[src/rcfi_pkg.sv]
// Purpose: shared constants, types and helpers for the regulator control block
// Assumes: 250 MHz system clock, seven channels (three converters, four linear)
// Notes: analogue regulation lives outside; this holds only digital control
package rcfi_pkg;
  localparam int NUM_BUCK = 3;
  localparam int NUM_LDO = 4;
  localparam int NUM_CHAN = NUM_BUCK + NUM_LDO;
  // Clock rate and turn-on delay base unit
  localparam int CLK_FREQ_KHZ = 250_000;
  localparam int TURN_ON_BASE_MS = 1;
  localparam int MS_CYCLES = TURN_ON_BASE_MS * CLK_FREQ_KHZ;
  // Power-good drop below target, in percent
  localparam int PG_DROP_BUCK_PCT = 7;
  localparam int PG_DROP_LDO_PCT = 11;
  // Linear regulator power-up voltage code (plain default)
  localparam logic [5:0] LDO_VCODE_RST = 6'h39;
  localparam logic IRQ_N_RST = 1'b1;
  // Voltage code fields
  localparam int VCODE_BASE_MSB = 5;
  localparam int VCODE_BASE_LSB = 3;
  localparam int VCODE_STEP_MSB = 2;

  typedef enum logic [1:0] {RCFI_OFF, RCFI_WAIT, RCFI_ON} rcfi_phase_t;

  // Software-side configuration bits
  typedef struct packed {
    logic [NUM_CHAN-1:0] on_bit;
    logic [NUM_CHAN-1:0][2:0] delay_code;
    logic [NUM_BUCK-1:0][5:0] vout_code_a;
    logic [NUM_BUCK-1:0][5:0] vout_code_b;
    logic [NUM_BUCK-1:0] force_pwm;
    logic [NUM_LDO-1:0] output_discharge_en;
    logic [NUM_LDO-1:0] low_quiescent_en;
    logic [NUM_CHAN-1:0] fault_irq_unmask;
  } rcfi_cfg_t;

  // Controls toward the analogue channels and status toward software
  typedef struct packed {
    logic [NUM_CHAN-1:0] reg_run;
    logic [NUM_CHAN-1:0][5:0] vout_select_code;
    logic [NUM_CHAN-1:0][11:0] vout_mv;
    logic [NUM_CHAN-1:0][11:0] pg_thresh_mv;
    logic [NUM_BUCK-1:0] pwm_forced;
    logic [NUM_LDO-1:0] discharge_on;
    logic [NUM_LDO-1:0] low_q_on;
    logic [NUM_CHAN-1:0] power_good;
  } rcfi_out_t;

  typedef struct packed {
    rcfi_phase_t [NUM_CHAN-1:0] phase;
    logic [NUM_CHAN-1:0][31:0] cnt;
    logic [NUM_CHAN-1:0] en_prev;
    logic [NUM_CHAN-1:0] pg_s1;
    logic [NUM_CHAN-1:0] pg_s2;
    logic bank_s1;
    logic bank_s2;
    logic [NUM_CHAN-1:0] fault;
    logic [NUM_LDO-1:0][5:0] ldo_code;
    logic irq_n_out;
    rcfi_out_t out;
  } rcfi_state_t;

  // Voltage code to millivolts
  function automatic logic [11:0] code_to_mv(input logic [5:0] code);
    logic [11:0] base;
    logic [11:0] step;
    base = 12'h000;
    step = 12'h000;
    case (code[VCODE_BASE_MSB:VCODE_BASE_LSB])
      3'h0: base = 12'd600;
      3'h1: base = 12'd800;
      3'h2: base = 12'd1000;
      3'h3: base = 12'd1200;
      3'h4: base = 12'd1600;
      3'h5: base = 12'd2000;
      3'h6: base = 12'd2400;
      default: base = 12'd3200;
    endcase
    if (code[VCODE_BASE_MSB:VCODE_BASE_LSB] < 3'h3) begin
      step = 12'd25;
    end else if (code[VCODE_BASE_MSB:VCODE_BASE_LSB] < 3'h6) begin
      step = 12'd50;
    end else begin
      step = 12'd100;
    end
    return 12'(base + step * {9'h000, code[VCODE_STEP_MSB:0]});
  endfunction

  // Delay code to cycles: 0 or 2^code ms
  function automatic logic [31:0] delay_cycles(input logic [2:0] code, input int ms_cyc);
    logic [31:0] ms;
    ms = 32'(1) << code;
    return (code == 3'h0) ? 32'h0000_0000 : 32'(ms * 32'(ms_cyc));
  endfunction

  // Threshold sitting pct percent under the target
  function automatic logic [11:0] pg_thresh(input logic [11:0] mv, input int pct);
    return 12'((32'(mv) * 32'(100 - pct)) / 32'(100));
  endfunction
endpackage

[src/rcfi_ctrl.sv]
// Contract
// RULE_01: Converter runs auto power-save by default; mode bit 1 forces PWM.
// RULE_02: Converter power-good flag reads 0 while output sits under 7% threshold.
// RULE_03: Unmasked converter under threshold drives interrupt line low.
// RULE_04: Interrupt holds until channel off or regulating and its flag read.
// RULE_05: Six-bit code maps base voltages and 25/50/100 mV steps to 3.900.
// RULE_06: Linear regulators start at default code; software may rewrite it later.
// RULE_07: Linear regulator switches only on enable edges; steady level does nothing.
// RULE_08: Software writes 0 then 1 to enable, 1 then 0 to disable.
// RULE_09: Linear regulator waits its programmed delay before starting output.
// RULE_10: Discharge bit 1 grounds output through resistor while disabled.
// RULE_11: Low-quiescent bit 1 puts linear regulator in reduced-current mode.
// RULE_12: Linear regulator power-good flag reads 0 under 11% threshold.
// RULE_13: Unmasked linear regulator fault asserts interrupt, cleared like converters.
// RULE_14: Delay codes give 0,2,4,8,16,32,64,128 ms.
// RULE_15: Converter uses code A with bank pin low, code B with it high.
// RULE_16: Converters have their own delay field with the same encoding.
// RULE_17: Interrupt output is active-low OR of all latched unmasked faults.
// RULE_18: Fault latch clears only if off or regulating when flag read.
//
// Purpose: enable sequencing, voltage selection and fault interrupt for seven channels
// Assumes: power-good comparators and bank pin are asynchronous; cfg and reads on clk_sys
// Notes: channels 0..2 are converters, 3..6 linear regulators
`timescale 1ns/100ps
module rcfi_ctrl #(
  parameter int MS_CYC = rcfi_pkg::MS_CYCLES
) (
  input wire logic clk_sys, // System clock
  input wire logic reset_n, // Synchronous reset, active low
  input wire rcfi_pkg::rcfi_cfg_t cfg, // Software configuration bits
  input wire logic [3:0] ldo_code_wr, // Write pulse per linear regulator code
  input wire logic [5:0] ldo_code_wdata, // Code written with the pulse
  input wire logic [6:0] ok_read, // Power-good flag read pulse per channel
  input wire logic [6:0] pg_ok_pin, // Raw power-good comparators
  input wire logic vout_bank_pin, // Converter code bank select pin
  output rcfi_pkg::rcfi_out_t ctl, // Channel controls and status
  output logic irq_n_out // Fault interrupt, active low
);
  rcfi_pkg::rcfi_state_t q;
  rcfi_pkg::rcfi_state_t next_q;
  logic [6:0] rise;
  logic [6:0] fall;
  logic [6:0] fault_set;

  // Enable edges and fault causes, from current state
  always_comb begin
    for (int i = 0; i < rcfi_pkg::NUM_CHAN; i++) begin
      rise[i] = cfg.on_bit[i] & ~q.en_prev[i];
      fall[i] = ~cfg.on_bit[i] & q.en_prev[i];
      // RULE_03 RULE_13: unmasked sag while on
      fault_set[i] = cfg.fault_irq_unmask[i] & (q.phase[i] == rcfi_pkg::RCFI_ON) & ~q.pg_s2[i];
    end
  end

  // Next state of the whole block
  always_comb begin
    next_q = q;
    // Two-stage synchronisers; only stage two feeds logic
    next_q.pg_s1 = pg_ok_pin;
    next_q.pg_s2 = q.pg_s1;
    next_q.bank_s1 = vout_bank_pin;
    next_q.bank_s2 = q.bank_s1;
    next_q.en_prev = cfg.on_bit;
    // RULE_06: rewritable code
    for (int j = 0; j < rcfi_pkg::NUM_LDO; j++) begin
      if (ldo_code_wr[j]) begin
        next_q.ldo_code[j] = ldo_code_wdata;
      end
    end
    for (int i = 0; i < rcfi_pkg::NUM_CHAN; i++) begin
      // RULE_07: edge-driven switching
      // RULE_09: turn-on wait
      // RULE_16: converters share it
      case (q.phase[i])
        rcfi_pkg::RCFI_OFF: begin
          if (rise[i]) begin
            next_q.phase[i] = rcfi_pkg::RCFI_WAIT;
            // RULE_14: delay encoding
            next_q.cnt[i] = rcfi_pkg::delay_cycles(cfg.delay_code[i], MS_CYC);
          end
        end
        rcfi_pkg::RCFI_WAIT: begin
          if (fall[i]) begin
            next_q.phase[i] = rcfi_pkg::RCFI_OFF;
          end else if (q.cnt[i] == 32'h0000_0000) begin
            next_q.phase[i] = rcfi_pkg::RCFI_ON;
          end else begin
            next_q.cnt[i] = q.cnt[i] - 32'h0000_0001;
          end
        end
        rcfi_pkg::RCFI_ON: begin
          if (fall[i]) begin
            next_q.phase[i] = rcfi_pkg::RCFI_OFF;
          end
        end
        default: next_q.phase[i] = rcfi_pkg::RCFI_OFF;
      endcase
      next_q.out.reg_run[i] = (next_q.phase[i] == rcfi_pkg::RCFI_ON);
      // RULE_04: latch holds until read
      // RULE_18: set beats clear; clear only when off or regulating
      if (fault_set[i]) begin
        next_q.fault[i] = 1'b1;
      end else if (ok_read[i] && ((q.phase[i] != rcfi_pkg::RCFI_ON) || q.pg_s2[i])) begin
        next_q.fault[i] = 1'b0;
      end
      // RULE_02: flag follows comparator
      // RULE_12: same for linear
      next_q.out.power_good[i] = q.pg_s2[i];
    end
    // RULE_15: bank select
    for (int b = 0; b < rcfi_pkg::NUM_BUCK; b++) begin
      next_q.out.vout_select_code[b] = q.bank_s2 ? cfg.vout_code_b[b] : cfg.vout_code_a[b];
    end
    for (int j = 0; j < rcfi_pkg::NUM_LDO; j++) begin
      next_q.out.vout_select_code[j + rcfi_pkg::NUM_BUCK] = q.ldo_code[j];
      // RULE_10: discharge only while not running
      next_q.out.discharge_on[j] = cfg.output_discharge_en[j] &
        (q.phase[j + rcfi_pkg::NUM_BUCK] != rcfi_pkg::RCFI_ON);
      // RULE_11: reduced-current mode
      next_q.out.low_q_on[j] = cfg.low_quiescent_en[j];
    end
    // RULE_05: code to millivolts, plus threshold for the comparator trim
    for (int i = 0; i < rcfi_pkg::NUM_CHAN; i++) begin
      next_q.out.vout_mv[i] = rcfi_pkg::code_to_mv(q.out.vout_select_code[i]);
      next_q.out.pg_thresh_mv[i] = rcfi_pkg::pg_thresh(q.out.vout_mv[i],
        (i < rcfi_pkg::NUM_BUCK) ? rcfi_pkg::PG_DROP_BUCK_PCT : rcfi_pkg::PG_DROP_LDO_PCT);
    end
    // RULE_01: forced PWM else auto power-save
    next_q.out.pwm_forced = cfg.force_pwm;
    // RULE_17: any pending fault pulls the line low
    next_q.irq_n_out = ~|next_q.fault;
  end

  // State register; reset values are constants only
  always_ff @(posedge clk_sys) begin
    if (!reset_n) begin
      q <= '0;
      q.irq_n_out <= rcfi_pkg::IRQ_N_RST;
      q.ldo_code <= {rcfi_pkg::NUM_LDO{rcfi_pkg::LDO_VCODE_RST}};
    end else begin
      q <= next_q;
    end
  end

  assign ctl = q.out;
  assign irq_n_out = q.irq_n_out;

  for (genvar g = 0; g < rcfi_pkg::NUM_CHAN; g++) begin : g_chk

  end

  for (genvar b = 0; b < rcfi_pkg::NUM_BUCK; b++) begin : g_bank

  end

  for (genvar m = 0; m < rcfi_pkg::NUM_LDO; m++) begin : g_ldo

  end
endmodule

[config.mk]
export PLATFORM = sky130hd
export DESIGN_NAME = rcfi_ctrl
export DESIGN_NICKNAME = d
export VERILOG_FILES = /design/src/rcfi_pkg.sv /design/src/rcfi_ctrl.sv
export SDC_FILE = /design/constraint.sdc
export NUM_CORES = 2
export LEC_CHECK = 0
export ABC_AREA = 1
export BUFFER_PORTS_ARGS = -buffer_cell sky130_fd_sc_hd__buf_2
export CELL_PAD_IN_SITES_DETAIL_PLACEMENT = 0
export CELL_PAD_IN_SITES_GLOBAL_PLACEMENT = 2
export CORE_MARGIN = 1
export CORE_UTILIZATION = 33
export CTS_CLUSTER_SIZE = 14
export DETAILED_ROUTE_END_ITERATION = 10
export PLACE_DENSITY_LB_ADDON = 0.3
export SLEW_MARGIN = 10
export SYNTH_ARGS = -nofsm -noshare
export SYNTH_HDL_FRONTEND = slang
export SYNTH_SLANG_ARGS = --single-unit
[constraint.sdc]
create_clock -name clk_sys -period 10.75 [get_ports clk_sys]
set_input_delay 0.5375 -clock clk_sys [delete_from_list [all_inputs] [get_ports clk_sys]]
set_output_delay 0.5375 -clock clk_sys [all_outputs]
set_load 0.01 [all_outputs]
# Word-level counts from Yosys, hierarchy flattened
# Cells that the tools add are included.
[classes] n_addsub=14 mul=21 div_mod_pow=7 n_lt_le_gt_ge=14 eq_ne=91 shift=7 muxes=108 bitwise=53 n_reduce_logical=58
[op_table] op="two-way mux 32 bit" count=28
[op_table] op="one-hot mux 12 bit (7 select lines)" count=7
[op_table] op="one-hot mux 32 bit (2 select lines)" count=7
[op_table] op="divider 19 x 7 -> 32 bit, second input constant" count=7
[op_table] op="logical NOT 32 bit" count=7
[op_table] op="multiplier 32 x 14 -> 28 bit, second input constant" count=7
[op_table] op="left shift 1 x 3 -> 32 bit, first input constant" count=7
[op_table] op="subtractor 32 x 1 -> 32 bit, second input constant" count=7
[op_table] op="multiplier 12 x 7 -> 19 bit, second input constant" count=7
[op_table] op="two-way mux 7 bit" count=14
[op_table] op="adder 12 bit" count=7
[op_table] op="multiplier 12 x 3 -> 12 bit" count=7
[op_table] op="equality test 3 bit, second input constant" count=21
[op_table] op="two-way mux 2 bit" count=28
[op_table] op="!= test 2 bit, second input constant" count=28
[op_table] op="equality test 3 x 2 -> 1 bit, second input constant" count=14
[op_table] op="logical NOT 3 bit" count=14
[op_table] op="one-hot mux 2 bit (3 select lines)" count=7
[op_table] op="AND 1 bit" count=32
[op_table] op="equality test 2 bit, second input constant" count=14
[op_table] op="AND reduction 4 bit" count=7
[op_table] op="equality test 3 x 1 -> 1 bit, second input constant" count=7
[op_table] op="less-than comparator 3 x 2 -> 1 bit, second input constant" count=7
[op_table] op="less-than comparator 3 bit, second input constant" count=7
[op_table] op="other kinds (10)" count=75
[word_totals] ff_bits=528 output_inout_bits=236

# Logic depth before layout (Yosys ltp)
[logic_depth] depth_word=7 mapped_depth=110 ltp_nobuf=106

# Worst setup path after synthesis
# Ideal clock, no wire load.
[synth_path] path_type="register -> register" from="register q (netlist bit ctl[163])" to="register q (netlist bit ctl[78])" setup_time_ps=117 arrival_ps=11282 setup_slack_ps=-650 path_stages_with_launch=89 n_path_buf=8 cell_sequence="dfxtp_1 ha_1 inv_1 fa_1 inv_1 ha_1 inv_1 fa_1 inv_1 ha_1 a21oi_1 o21ai_1 nand2_1 nand3_1 a21oi_1 xnor2_2 o211ai_2 nand2_2 (+53 left out) nor2_2 nand2_1 a21oi_2 nand2_4 nand2_1 nand2_2 nor2_2 o21ai_4 nand2_4 nand2_1 nand2_2 nand3_1 nand2_1 nand3_2 nand3_1 nand2_1 nor2_1 a21oi_1"
[synth_via] elab_chain_cells=2
[synth_lines] element="from (decl)" line_no="rcfi_ctrl.sv:39" rtl="rcfi_pkg::rcfi_state_t q;"
[synth_lines] element="from (signal assigned)" line_no="rcfi_ctrl.sv:141" rtl="q <= next_q;"
[synth_lines] element="multiplier 12 x 7 -> 19 bit" line_no="rcfi_pkg.sv:98" rtl="return 12'((32'(mv) * 32'(100 - pct)) / 32'(100));"
[synth_lines] element="divider 19 x 7 -> 32 bit" line_no="rcfi_pkg.sv:98"
# No other way between the ends.
# A chain may end at the register's enable or synchronous reset.

# Worst setup path after layout
[layout_path] from="register q (netlist bit ctl[141])" to="register q (netlist bit ctl[54])"
# Same word-level chain as after synthesis.

==> results by group <==
Placement
  – Gpl congestion: a little under 0.9
  – Port-buffer cells: roughly 340
  – HPWL Detailed: between 150,000 and 200,000 µm
  – Dpl cells: approximately 17,000

Timing
  – Final hold violations: 0
  – Final setup fails: 12
  – Rel. slew slack: 26.6%
  – RSZ-0062 raised after global routing: yes
  – Worst Max-Slew Pin Slew: 1.10 ns
  – Post-route minimum period: roughly 12 ns
  – Layout Skew: about 0.062 ns
  – Final worst-path cycle share: 110%
  – Setup ws final: -1.11 ns
  – Fmax: 84.3 MHz
  – Final Max Tran Viols: 0

Detailed routing
  – DR pass1 iterations: 6
  – Initial DRC count: ~3,500
  – Routed vias/inst: approximately 4.7
  – WL per Instance: approximately 14 µm
  – Via count: between 80,000 and 90,000
  – Antenna-violating nets left: 0
  – DRC Markers: 0
  – DRT Wirelength: about 250,000 µm

Synthesis
  – FF+latch count, synth: roughly 530
  – Post-synthesis compound-gate area fraction: between 10% and 20%
  – Post-Synth Simple-Gate Area: between 30% and 40%
  – Mapped Area: a little under 0.08 mm²
  – Post-synth EDFFs: 0
  – Post-synthesis sequential area ratio: around 13%
  – Largest family of logic cells by synthesized area: simple AND/OR/NAND/NOR gates
  – Distinct cells, synth: 84
  – Syn Inst Count: 12,200
  – Mux share of post-synthesis cell area: 0%
  – Ys Warns: 0
  – Syn avg cell area: between 6 and 7 µm²
  – Dominant synthesized flop cell: dfxtp_1
  – Xor and xnor area share after synthesis: under 10%
  – Post-synth ARST share: 0%
  – Adder-cell share of the synthesized area: around 24%

Setup path
  – Most used cell, CP: nand3_4
  – Worst endpoint required time: about 11 ns
  – Critical Path Fanout Max: 8
  – Slowest-stage cell, CP: fa_1
  – CP max stage delay: between 0.5 and 0.6 ns
  – CP arrival: ~12 ns
  – Crit start category: flop
  – Crit Path Class: reg -> reg
  – Worst setup EP type: flop

Worst hold path
  – Worst Hold Class: in -> reg

Clock network
  – Clock root buffer: clkbuf_16
  – Htree depth: 3
  – Clk pin slew, worst setup/hold paths: ~0.06 ns
  – CTS Buf Count: 77
  – Longest Clk Path Bufs: 3
  – Sink Count: between 500 and 600
  – TritonCTS clock tree: yes
  – Clk Latency, worst-skew pair: roughly 0.74 ns

GRT
  – Pin count of the biggest net entering global routing: roughly 160
  – Global-route wire length before repair: roughly 400,000 µm
  – Vias in the first global route: between 80,000 and 90,000
  – Total congestion overflow: 0
  – Initial antenna violation count: 16
  – Global-route usage over all layers: slightly above 20%

Status
  – Failing checks: setup timing
  – Run status: finished, violations left

Die
  – Die W: roughly 490 µm
  – Row count: 178
  – Die area: around 0.24 mm²
  – I/O pin cnt: approximately 350
  – Initial Utilization: approximately a third
  – Core area: between 0.2 and 0.25 mm²
  – Die height: 490 µm

Finish
  – Area of the multi-input gates: between 0.06 and 0.07 mm²
  – Area growth syn-to-layout: 43.2%
  – Register area: about 0.011 mm²
  – Finished Core Util: between 40% and 50%
  – Share of cells above drive strength 1: 34.4%
  – Nets: between 15,000 and 20,000
  – Fin cells: 17,800
  – Fill cells: 23,800

Job
  – Maxcap violations: 0
==> state kept, by name (all words and copies together), names as in the netlist <==
| name | cells |
|---|---|
| ctl | 235 |
| next_q | 39 |
| q | 253 |
| irq_n_out | 1 |
==> placed cells by master (no fill, tap or decap), types with 345 or more instances in the layout <==
master,count
inv_1,1935
a21oi_1,544
nand3_1,562
nand2_2,677
nand2_1,2049
o21ai_0,585
dfxtp_1,484
buf_4,2131
buf_2,345
fa_1,354
nor2_1,1048
ha_1,871
==> kinds of logic after synthesis <==
family,Yosys count
buffers and inverters,2608
adder cells (fa/ha/maj),1310
AO/OA/AOI/OAI,1650
AND/OR/NAND/NOR,5783
flip-flops,528
other,2
XOR/XNOR,298
==> synthesized netlist by cell type, types with 7 or more instances <==
master | count | share of area (%)
nand2_4 | 40 | 0.57
nand3b_1 | 46 | 0.44
nand3_4 | 17 | 0.38
nand3_2 | 94 | 1.2
o22ai_1 | 22 | 0.17
o21a_1 | 15 | 0.14
dfxtp_1 | 528 | 13
nor2_2 | 63 | 0.50
fa_1 | 355 | 9.0
nand2_1 | 2728 | 13
a221oi_1 | 24 | 0.27
a211oi_1 | 34 | 0.32
nand4_1 | 270 | 2.1
buf_4 | 239 | 2.3
o211ai_1 | 29 | 0.28
o21bai_1 | 33 | 0.31
and2_1 | 10 | 0.079
nor2_1 | 1256 | 6.0
ha_1 | 955 | 15
inv_2 | 67 | 0.32
o21ai_1 | 38 | 0.24
buf_1 | 10 | 0.048
o31ai_1 | 19 | 0.18
a211o_1 | 7 | 0.078
o21ai_2 | 18 | 0.20
o21ai_0 | 649 | 4.1
nand2_2 | 196 | 1.6
clkbuf_1 | 128 | 0.61
xnor2_1 | 75 | 0.83
or2_2 | 36 | 0.29
buf_6 | 33 | 0.47
a21o_1 | 11 | 0.10
clkinv_1 | 12 | 0.057
nor4_1 | 31 | 0.25
a21boi_0 | 10 | 0.095
inv_1 | 2098 | 10
xor2_1 | 217 | 2.4
a21oi_1 | 592 | 3.8
nand3_1 | 813 | 5.2
a22oi_1 | 7 | 0.067
a21oi_2 | 9 | 0.10
nor3_1 | 118 | 0.75
a31oi_1 | 102 | 0.81
nor2_4 | 41 | 0.59
==> what timing repair did <==
action | in CTS | in global routing
hold buffers | 60 | 0
endpoints found under the hold margin | 44 | 0
pin swaps | 420 | 776
gates resized for setup | 791 | 1335
buffers inserted | 217 | 201
gates cloned | 28 | 2
setup endpoints to repair | 23 | 28
==> routing by layer <==
layer / global-route usage, % / part of all wire, % / vias to the layer above
li1: - / - / 43900
met3: 1.78 / 2.4 / 256
met1: 26.5 / 47 / 39100
met5: 0 / 0.029 / -
met4: 4.77 / 2.3 / 12
met2: 35.8 / 49 / 970
==> path summary, 6_finish.rpt <==
path / startpoint / slack (ns) / depth (start not counted) / end
min: cfg[5] / 0.09 / 3 / q[265]$_SDFF_PN0_
max reg2reg: ctl[141]$_SDFF_PN0_ / -1.11 / 94 / ctl[54]$_SDFF_PN0_
max: ctl[141]$_SDFF_PN0_ / -1.11 / 94 / ctl[54]$_SDFF_PN0_
min reg2reg: next_q[209]$_SDFFE_PN1P_ / 0.36 / 2 / ctl[209]$_SDFF_PN0_
==> area by class of cell <==
class	instances	area share, %
diodes	4	0.00887
clock buffers	97	1.85
flip-flops and latches	528	9.47
inverters	2184	7.37
clock inverters	45	0.679
well taps	3150	3.49
multi-input cells	9117	58.9
repair buffers	2717	18.2
==> per-stage QoR <==
stage	cell area (µm²)	setup WS, ns	hold WS (ns)	setup TNS (ns)
2_1_floorplan	80500	-0.299	0.390	-0.768
3_3_place_gp	97800	-1.55	0.392	-14.35
3_5_place_dp	97800	-1.60	0.397	-17.56
4_1_cts	106000	-1.00	0.000632	-6.14
5_1_grt	113000	-1.91	0.0433	-21.56
6_report	113000	-1.11	0.0875	-7.98
==> worst max-delay path: cells and delay by family, from the launching register on <==
kind                     cells  cell delay, ns
flip-flops                   1            0.37
buffers and inverters       16            1.70
XOR/XNOR                     1            0.39
adder cells (fa/ha/maj)      5            1.84
AO/OA/AOI/OAI                3            0.62
AND/OR/NAND/NOR             69            6.75
Power is not shown: default switching activity piles up to over one toggle a cycle in this logic, so the estimate is an artifact.
